==> src/usb_cfg_pkg.sv <==
// Constants for the USB host controller configuration command and status pair
package usb_cfg_pkg;

  localparam logic [7:0]  CMD_IDX       = 8'h04;
  localparam logic [7:0]  STS_IDX       = 8'h06;

  localparam int          CMD_IO_BIT    = 0;
  localparam int          CMD_MEM_BIT   = 1;
  localparam int          CMD_BM_BIT    = 2;
  localparam int          CMD_MWI_BIT   = 4;
  localparam int          CMD_SERR_BIT  = 8;
  localparam int          CMD_FBB_BIT   = 9;

  // Only these command bits hold state; all others are wired to zero
  localparam logic [15:0] CMD_RW_MASK   = 16'h0317;
  localparam logic [15:0] CMD_RESET     = 16'h0000;

  // Error flags live in status bits 15:11, stored as a 5-bit field
  localparam int          STS_ERR_LSB   = 11;
  localparam int          ERR_TA_SIG    = 0;
  localparam int          ERR_TA_RCV    = 1;
  localparam int          ERR_MABORT    = 2;
  localparam int          ERR_SERR      = 3;
  localparam int          ERR_PERR      = 4;
  localparam logic [4:0]  STS_ERR_RESET = 5'h00;

  localparam logic [1:0]  DEVSEL_MEDIUM = 2'h1;
  localparam logic        FBB_CAPABLE   = 1'h1;

endpackage : usb_cfg_pkg

==> src/usb_cfg_cmd_status.sv <==
// Configuration command and status registers of the USB host controller function
`timescale 1ns/1ps

module usb_cfg_cmd_status
  import usb_cfg_pkg::*;
(
  input  wire logic        clk_sys,         // System clock, 100 MHz
  input  wire logic        rst,             // Asynchronous reset, active high
  input  wire logic        cfg_wr,          // Configuration write strobe
  input  wire logic        cfg_rd,          // Configuration read strobe
  input  wire logic [7:0]  cfg_addr,        // Configuration index
  input  wire logic [1:0]  cfg_be,          // Byte enables for the 16-bit word
  input  wire logic [15:0] cfg_wdata,       // Write data
  output logic      [15:0] cfg_rdata,       // Read data, one cycle after cfg_rd
  output logic             cfg_rack,        // Read data valid pulse
  input  wire logic        ev_perr,         // Any parity error detected, pulse
  input  wire logic        ev_addr_perr,    // Address-phase parity error, pulse
  input  wire logic        ev_master_abort, // Own transaction master-aborted, pulse
  input  wire logic        ev_ta_rcvd,      // Own transaction target-aborted, pulse
  input  wire logic        ev_ta_sig,       // Target abort signalled by us, pulse
  input  wire logic        init_req,        // Engine wants to start a transaction
  output logic             init_go,         // Transaction start allowed
  input  wire logic        mem_hit,         // Memory-space decode hit
  output logic             mem_claim,       // Memory access accepted
  input  wire logic        io_hit,          // I/O-space decode hit
  output logic             io_claim,        // I/O access accepted
  output logic             bus_master_en,   // Command bus master enable
  output logic             mem_en,          // Command memory enable
  output logic             io_en,           // Command I/O enable
  output logic             mwi_en,          // Command write-and-invalidate enable
  output logic             serr_en,         // Command system-error report enable
  output logic             fbb_en           // Command fast back-to-back enable
);

  logic [15:0] cmd_q;
  logic [15:0] cmd_d;
  logic [4:0]  err_q;
  logic [4:0]  err_d;
  logic [4:0]  err_set;
  logic [15:0] sts_view;
  logic [15:0] rdata_q;
  logic        rack_q;
  logic        cmd_wr;
  logic        sts_wr;

  // Expands the two byte enables into a 16-bit write mask
  function automatic logic [15:0] lane_mask(input logic [1:0] be);
    lane_mask = {{8{be[1]}}, {8{be[0]}}};
  endfunction : lane_mask

  assign cmd_wr = cfg_wr && (cfg_addr == CMD_IDX);
  assign sts_wr = cfg_wr && (cfg_addr == STS_IDX);

  // Command register: only the implemented enables keep state
  always_comb begin
    cmd_d = cmd_q;
    if (cmd_wr) begin
      cmd_d = (cmd_q & ~lane_mask(cfg_be)) | (cfg_wdata & lane_mask(cfg_be));
    end
    cmd_d = cmd_d & CMD_RW_MASK;
  end

  always_ff @(posedge clk_sys or posedge rst) begin
    if (rst) begin
      cmd_q <= CMD_RESET;
    end else begin
      cmd_q <= cmd_d;
    end
  end

  assign bus_master_en = cmd_q[CMD_BM_BIT];
  assign mem_en        = cmd_q[CMD_MEM_BIT];
  assign io_en         = cmd_q[CMD_IO_BIT];
  assign mwi_en        = cmd_q[CMD_MWI_BIT];
  assign serr_en       = cmd_q[CMD_SERR_BIT];
  // Software is expected to set this; the engine issues back-to-back anyway
  assign fbb_en        = cmd_q[CMD_FBB_BIT];

  // Gating is combinational so a cleared enable stops the very next request
  assign init_go   = init_req && bus_master_en;
  assign mem_claim = mem_hit && mem_en;
  assign io_claim  = io_hit && io_en;

  // Error flags: a new event in the same cycle as a clearing write wins
  always_comb begin
    err_set              = 5'h00;
    err_set[ERR_PERR]    = ev_perr || ev_addr_perr;
    err_set[ERR_SERR]    = ev_addr_perr;
    err_set[ERR_MABORT]  = ev_master_abort;
    err_set[ERR_TA_RCV]  = ev_ta_rcvd;
    err_set[ERR_TA_SIG]  = ev_ta_sig;
    err_d = err_q;
    if (sts_wr && cfg_be[1]) begin
      err_d = err_q & ~cfg_wdata[15:STS_ERR_LSB];
    end
    err_d = err_d | err_set;
  end

  always_ff @(posedge clk_sys or posedge rst) begin
    if (rst) begin
      err_q <= STS_ERR_RESET;
    end else begin
      err_q <= err_d;
    end
  end

  // Fixed fields: timing code, capability bit, zero for unsupported bits
  assign sts_view = {err_q, DEVSEL_MEDIUM, 1'b0, FBB_CAPABLE, 7'h00};

  // Read port; unmapped indexes answer zero so the bridge never sees X
  always_ff @(posedge clk_sys or posedge rst) begin
    if (rst) begin
      rdata_q <= 16'h0000;
    end else if (cfg_rd) begin
      if (cfg_addr == CMD_IDX) begin
        rdata_q <= cmd_q;
      end else if (cfg_addr == STS_IDX) begin
        rdata_q <= sts_view;
      end else begin
        rdata_q <= 16'h0000;
      end
    end
  end

  always_ff @(posedge clk_sys or posedge rst) begin
    if (rst) begin
      rack_q <= 1'b0;
    end else begin
      rack_q <= cfg_rd;
    end
  end

  assign cfg_rdata = rdata_q;
  assign cfg_rack  = rack_q;
endmodule : usb_cfg_cmd_status

==> config.mk <==
export PLATFORM = sky130hd
export DESIGN_NAME = usb_cfg_cmd_status
export DESIGN_NICKNAME = d
export VERILOG_FILES = /design/src/usb_cfg_pkg.sv /design/src/usb_cfg_cmd_status.sv
export SDC_FILE = /design/constraint.sdc
export NUM_CORES = 1
export LEC_CHECK = 0
export BUFFER_PORTS_ARGS = -buffer_cell sky130_fd_sc_hd__buf_2
export CORE_ASPECT_RATIO = 0.6
export CORE_UTILIZATION = 25
export DETAILED_ROUTE_END_ITERATION = 12
export PLACE_DENSITY = 0.55
export SLEW_MARGIN = 20
export SYNTH_ARGS = -nofsm -noshare
export SYNTH_HDL_FRONTEND = slang
export SYNTH_SLANG_ARGS = --single-unit
==> constraint.sdc <==
create_clock -name clk_sys -period 1.8 [get_ports clk_sys]
set_input_delay 0.18 -clock clk_sys [delete_from_list [all_inputs] [get_ports clk_sys]]
set_output_delay 0.18 -clock clk_sys [all_outputs]
set_load 0.05 [all_outputs]
==> Flow_metrics.wiki <==
{| class="wikitable"
! Metric !! Value
|-
| Outcome || finished clean
|-
| Number of nets at the end of the flow || 184
|-
| Placeable Area || around 3800 um^2
|-
| Number of hold violations in the final report || 0
|-
| Async set-or-reset flop fraction in the synthesized netlist || 1.00
|-
| Number of cells upsized or downsized after cts || 0
|-
| Antenna Diode Count || 0
|-
| End-of-flow core utilization || 0.377
|-
| Remaining global-route overflow || 0
|-
| Inserted Clock Buffers || 3
|-
| Clk root buf || sky130_fd_sc_hd__clkbuf_8
|-
| Count of endpoints failing setup in the final report || 0
|-
| Mean routed wirelength per cell || 12.7 um
|-
| Fraction of the yosys area taken by sequential cells || 0.569
|-
| Number of antenna violations at the first check in global routing || 0
|-
| Final HPWL DP || 2.10 mm
|-
| Share of cells above drive strength 1 || 0.497
|-
| Cell type group with the largest total delay on the critical path || simple AND/OR/NAND/NOR gates
|-
| Via count normalized by instance count || about 4.3
|-
| Effective utilization at floorplan || 0.274
|-
| Yosys reg bits || 24
|-
| Maximum number of pins on one net before global-route repair || 25
|-
| # clock sinks || 24
|-
| Clock transition at the register clock pins on the worst setup and hold paths after CTS || 0.08 ns
|-
| Number of flops mapped to enable cells by yosys || 0
|-
| Via count || 861
|-
| Total number of cells along the worst setup path || 4
|-
| DP Worst Slack || -0.0156 ns
|-
| Required time reported for the critical path endpoint || 1.95 ns
|-
| First-pass iteration count of the detailed router || 4
|-
| HP Class || input pin to flip-flop
|-
| Sort of element at the start of the critical path || input pin
|-
| Vertical die dimension || approximately 52 um
|-
| Vias in the first global route || 817
|-
| Cells after synthesis || 86
|-
| Post-synthesis cell type count || 25
|-
| Max-cap violations || 0
|-
| Most frequent cell after synthesis || sky130_fd_sc_hd__dfrtp_1
|-
| Area growth syn-to-layout || 37.5%
|-
| Most area-hungry cell type in the Yosys netlist || sky130_fd_sc_hd__dfrtp_1
|-
| Number of cells on the worst reg-to-reg path || 3
|-
| Wire length of the first global-routing pass || between 4 and 5 mm
|-
| TritonCTS clock tree || built
|-
| Global router's overall resource usage || 0.121
|-
| Post-detailed-routing wire length || 2.57 mm
|-
| Highest cell delay on the worst timing path || 0.61 ns
|-
| Clock H-tree levels || 1
|-
| Area share of the largest cell type after synthesis || 0.569
|-
| Std cell rows || 17
|-
| Top post-synthesis cells by count || sky130_fd_sc_hd__dfrtp_1 (24), sky130_fd_sc_hd__nand2_1 (9)
|-
| Worst supply voltage drop on vdd || 0.210 mV
|-
| Critical path class || input pin to flip-flop
|-
| Worst hold path cell count || 3
|-
| Kind of end point of the critical path || flip-flop
|-
| Final min period || 1.50 ns
|-
| Cell types with the largest area share after synthesis || sky130_fd_sc_hd__dfrtp_1 (57%), sky130_fd_sc_hd__mux2_2 (4.3%), sky130_fd_sc_hd__a22o_1 (4.2%), sky130_fd_sc_hd__o2bb2ai_1 (4.2%), sky130_fd_sc_hd__o31ai_1 (3.6%)
|-
| Initial drt markers || 21
|-
| Static leakage || 0.754 nW
|-
| Critical path peak fanout || 4
|-
| Residual DRC count || 0
|-
| Post-route setup TNS || 0 ns
|-
| Total of warnings raised by yosys || 0
|-
| Count of buffers inserted at the top-level ports || 54
|-
| Syn_area_per_cell || 12.3 um^2
|-
| Number of buffers between clock root and the deepest sink || 2
|-
| Clock insertion delay at the later pin of the skew report || between 0.2 and 0.3 ns
|-
| CP Cell Sequence || buf_2 -> or4b_1 -> nor3_2 -> mux2_2
|-
| Global placer's final weighted congestion || around 0.68
|-
| Count of buffer and inverter cells on the critical path || 1
|-
| Crit path arrival time || 1.65 ns
|-
| Filler Cell Count || 386
|-
| Power density normalized to cell area || 717 nW/um^2
|-
| Slack of the critical path || 0.301 ns
|-
| Final clock skew || 0.00199 ns
|-
| RSZ-0062 raised after global routing || false
|-
| Leading register cell type out of synthesis || sky130_fd_sc_hd__dfrtp_1
|-
| Max Transition Viols Final || 0
|-
| Maximum operating frequency || around 670 MHz
|-
| Highest-delay cell along the critical path || sky130_fd_sc_hd__or4b_1
|-
| Final worst path period share || 0.833
|-
| Die X || 85.9 um
|-
| Antenna-violating nets left || 0
|-
| Tot Pwr || 1.04 mW
|-
| Die outline area || 4490 um^2
|-
| Netlist area before placement || 1050 um^2
|-
| I/O pin total || 64
|}
## stage by stage
stage	instance area, um^2	hold slack [ns]	cells
5_1_grt	1450	0.0984	202
3_3_place_gp	1390	0.236	197
2_1_floorplan	1070	0.195	89
4_1_cts	1450	0.0918	202
6_report	1450	0.0965	202
3_5_place_dp	1390	0.244	197
## path summary, 6_finish.rpt
check,start,endpoint,slack [ns]
max in group asynchronous,rst,err_q[4]$_DFF_PP0_,1.07
min in group asynchronous,rst,cfg_rdata[1]$_DFFE_PP0P_,0.49
max,cfg_addr[1],flip-flop,0.30
max reg2reg,flip-flop,cfg_rdata[9]$_DFFE_PP0P_,0.95
min,ev_perr,err_q[4]$_DFF_PP0_,0.1
min reg2reg,cfg_rdata[7]$_DFFE_PP0P_,cfg_rdata[7]$_DFFE_PP0P_,0.48
## worst reg2reg max path, stage by stage, from the launching register on
cell	delay [ns]
sky130_fd_sc_hd__dfrtp_1	0.41
sky130_fd_sc_hd__nand2_1	0.07
sky130_fd_sc_hd__nor3_1	0.04
sky130_fd_sc_hd__a211o_1	0.22
## cell families (layout without fill, tap and decap cells)
kind of cell           Yosys count  in the layout  synth area share
other                            1              4           0.00356
and+or+nand+nor                 30             30             0.172
buffers and inverters            8             64            0.0498
muxes                            6              6            0.0712
AOI/OAI and AO/OA               17             17             0.134
DFF                             24             24             0.569
## power breakdown
| group | total (mW) | internal [mW] | switching, mW |
|---|---|---|---|
| Sequential | 0.548 | 0.544 | 0.00371 |
| Combinational | 0.127 | 0.0434 | 0.0841 |
| Clock | 0.365 | 0.195 | 0.169 |
| Total | 1.04 | 0.783 | 0.257 |
## what timing repair did
item / in CTS / in global routing
hold buffers: 1 / 0
setup buffers: 0 / 0
endpoints found under the hold margin: 24 / 0
## cell type report
type | count | area [um^2] | share of cell area
sequential | 24 | 601 | 0.414
multi-input combinational | 57 | 413 | 0.285
timing repair buffer | 58 | 303 | 0.209
tap | 57 | 71.3 | 0.0492
clock buffer | 4 | 55.1 | 0.0380
inverter | 2 | 7.51 | 0.00518
## cells in the final DEF (no fill, tap or decap), types with 2 or more instances in the layout
cell and count:
sky130_fd_sc_hd__mux2_2 4, sky130_fd_sc_hd__clkbuf_8 4, sky130_fd_sc_hd__buf_4 3, sky130_fd_sc_hd__o31ai_1 5, sky130_fd_sc_hd__mux2_4 2, sky130_fd_sc_hd__o2bb2ai_1 5, sky130_fd_sc_hd__buf_2 54, sky130_fd_sc_hd__nor3_2 2
sky130_fd_sc_hd__nand3_1 5, sky130_fd_sc_hd__a22o_1 5, sky130_fd_sc_hd__nand2b_1 4, sky130_fd_sc_hd__nand2_1 9, sky130_fd_sc_hd__and2_1 3, sky130_fd_sc_hd__dfrtp_1 24, sky130_fd_sc_hd__conb_1 4, sky130_fd_sc_hd__inv_1 2
## per-layer routing
metal / GRT usage / vias up / share of wire
met3: 0.0315 / 2 / 0.058
met4: 0.0278 / 0 / 0.0062
li1: - / 424 / -
met5: 0 / - / 0
met1: 0.175 / 398 / 0.50
met2: 0.180 / 37 / 0.43
Power figures use the tool's default switching activity.
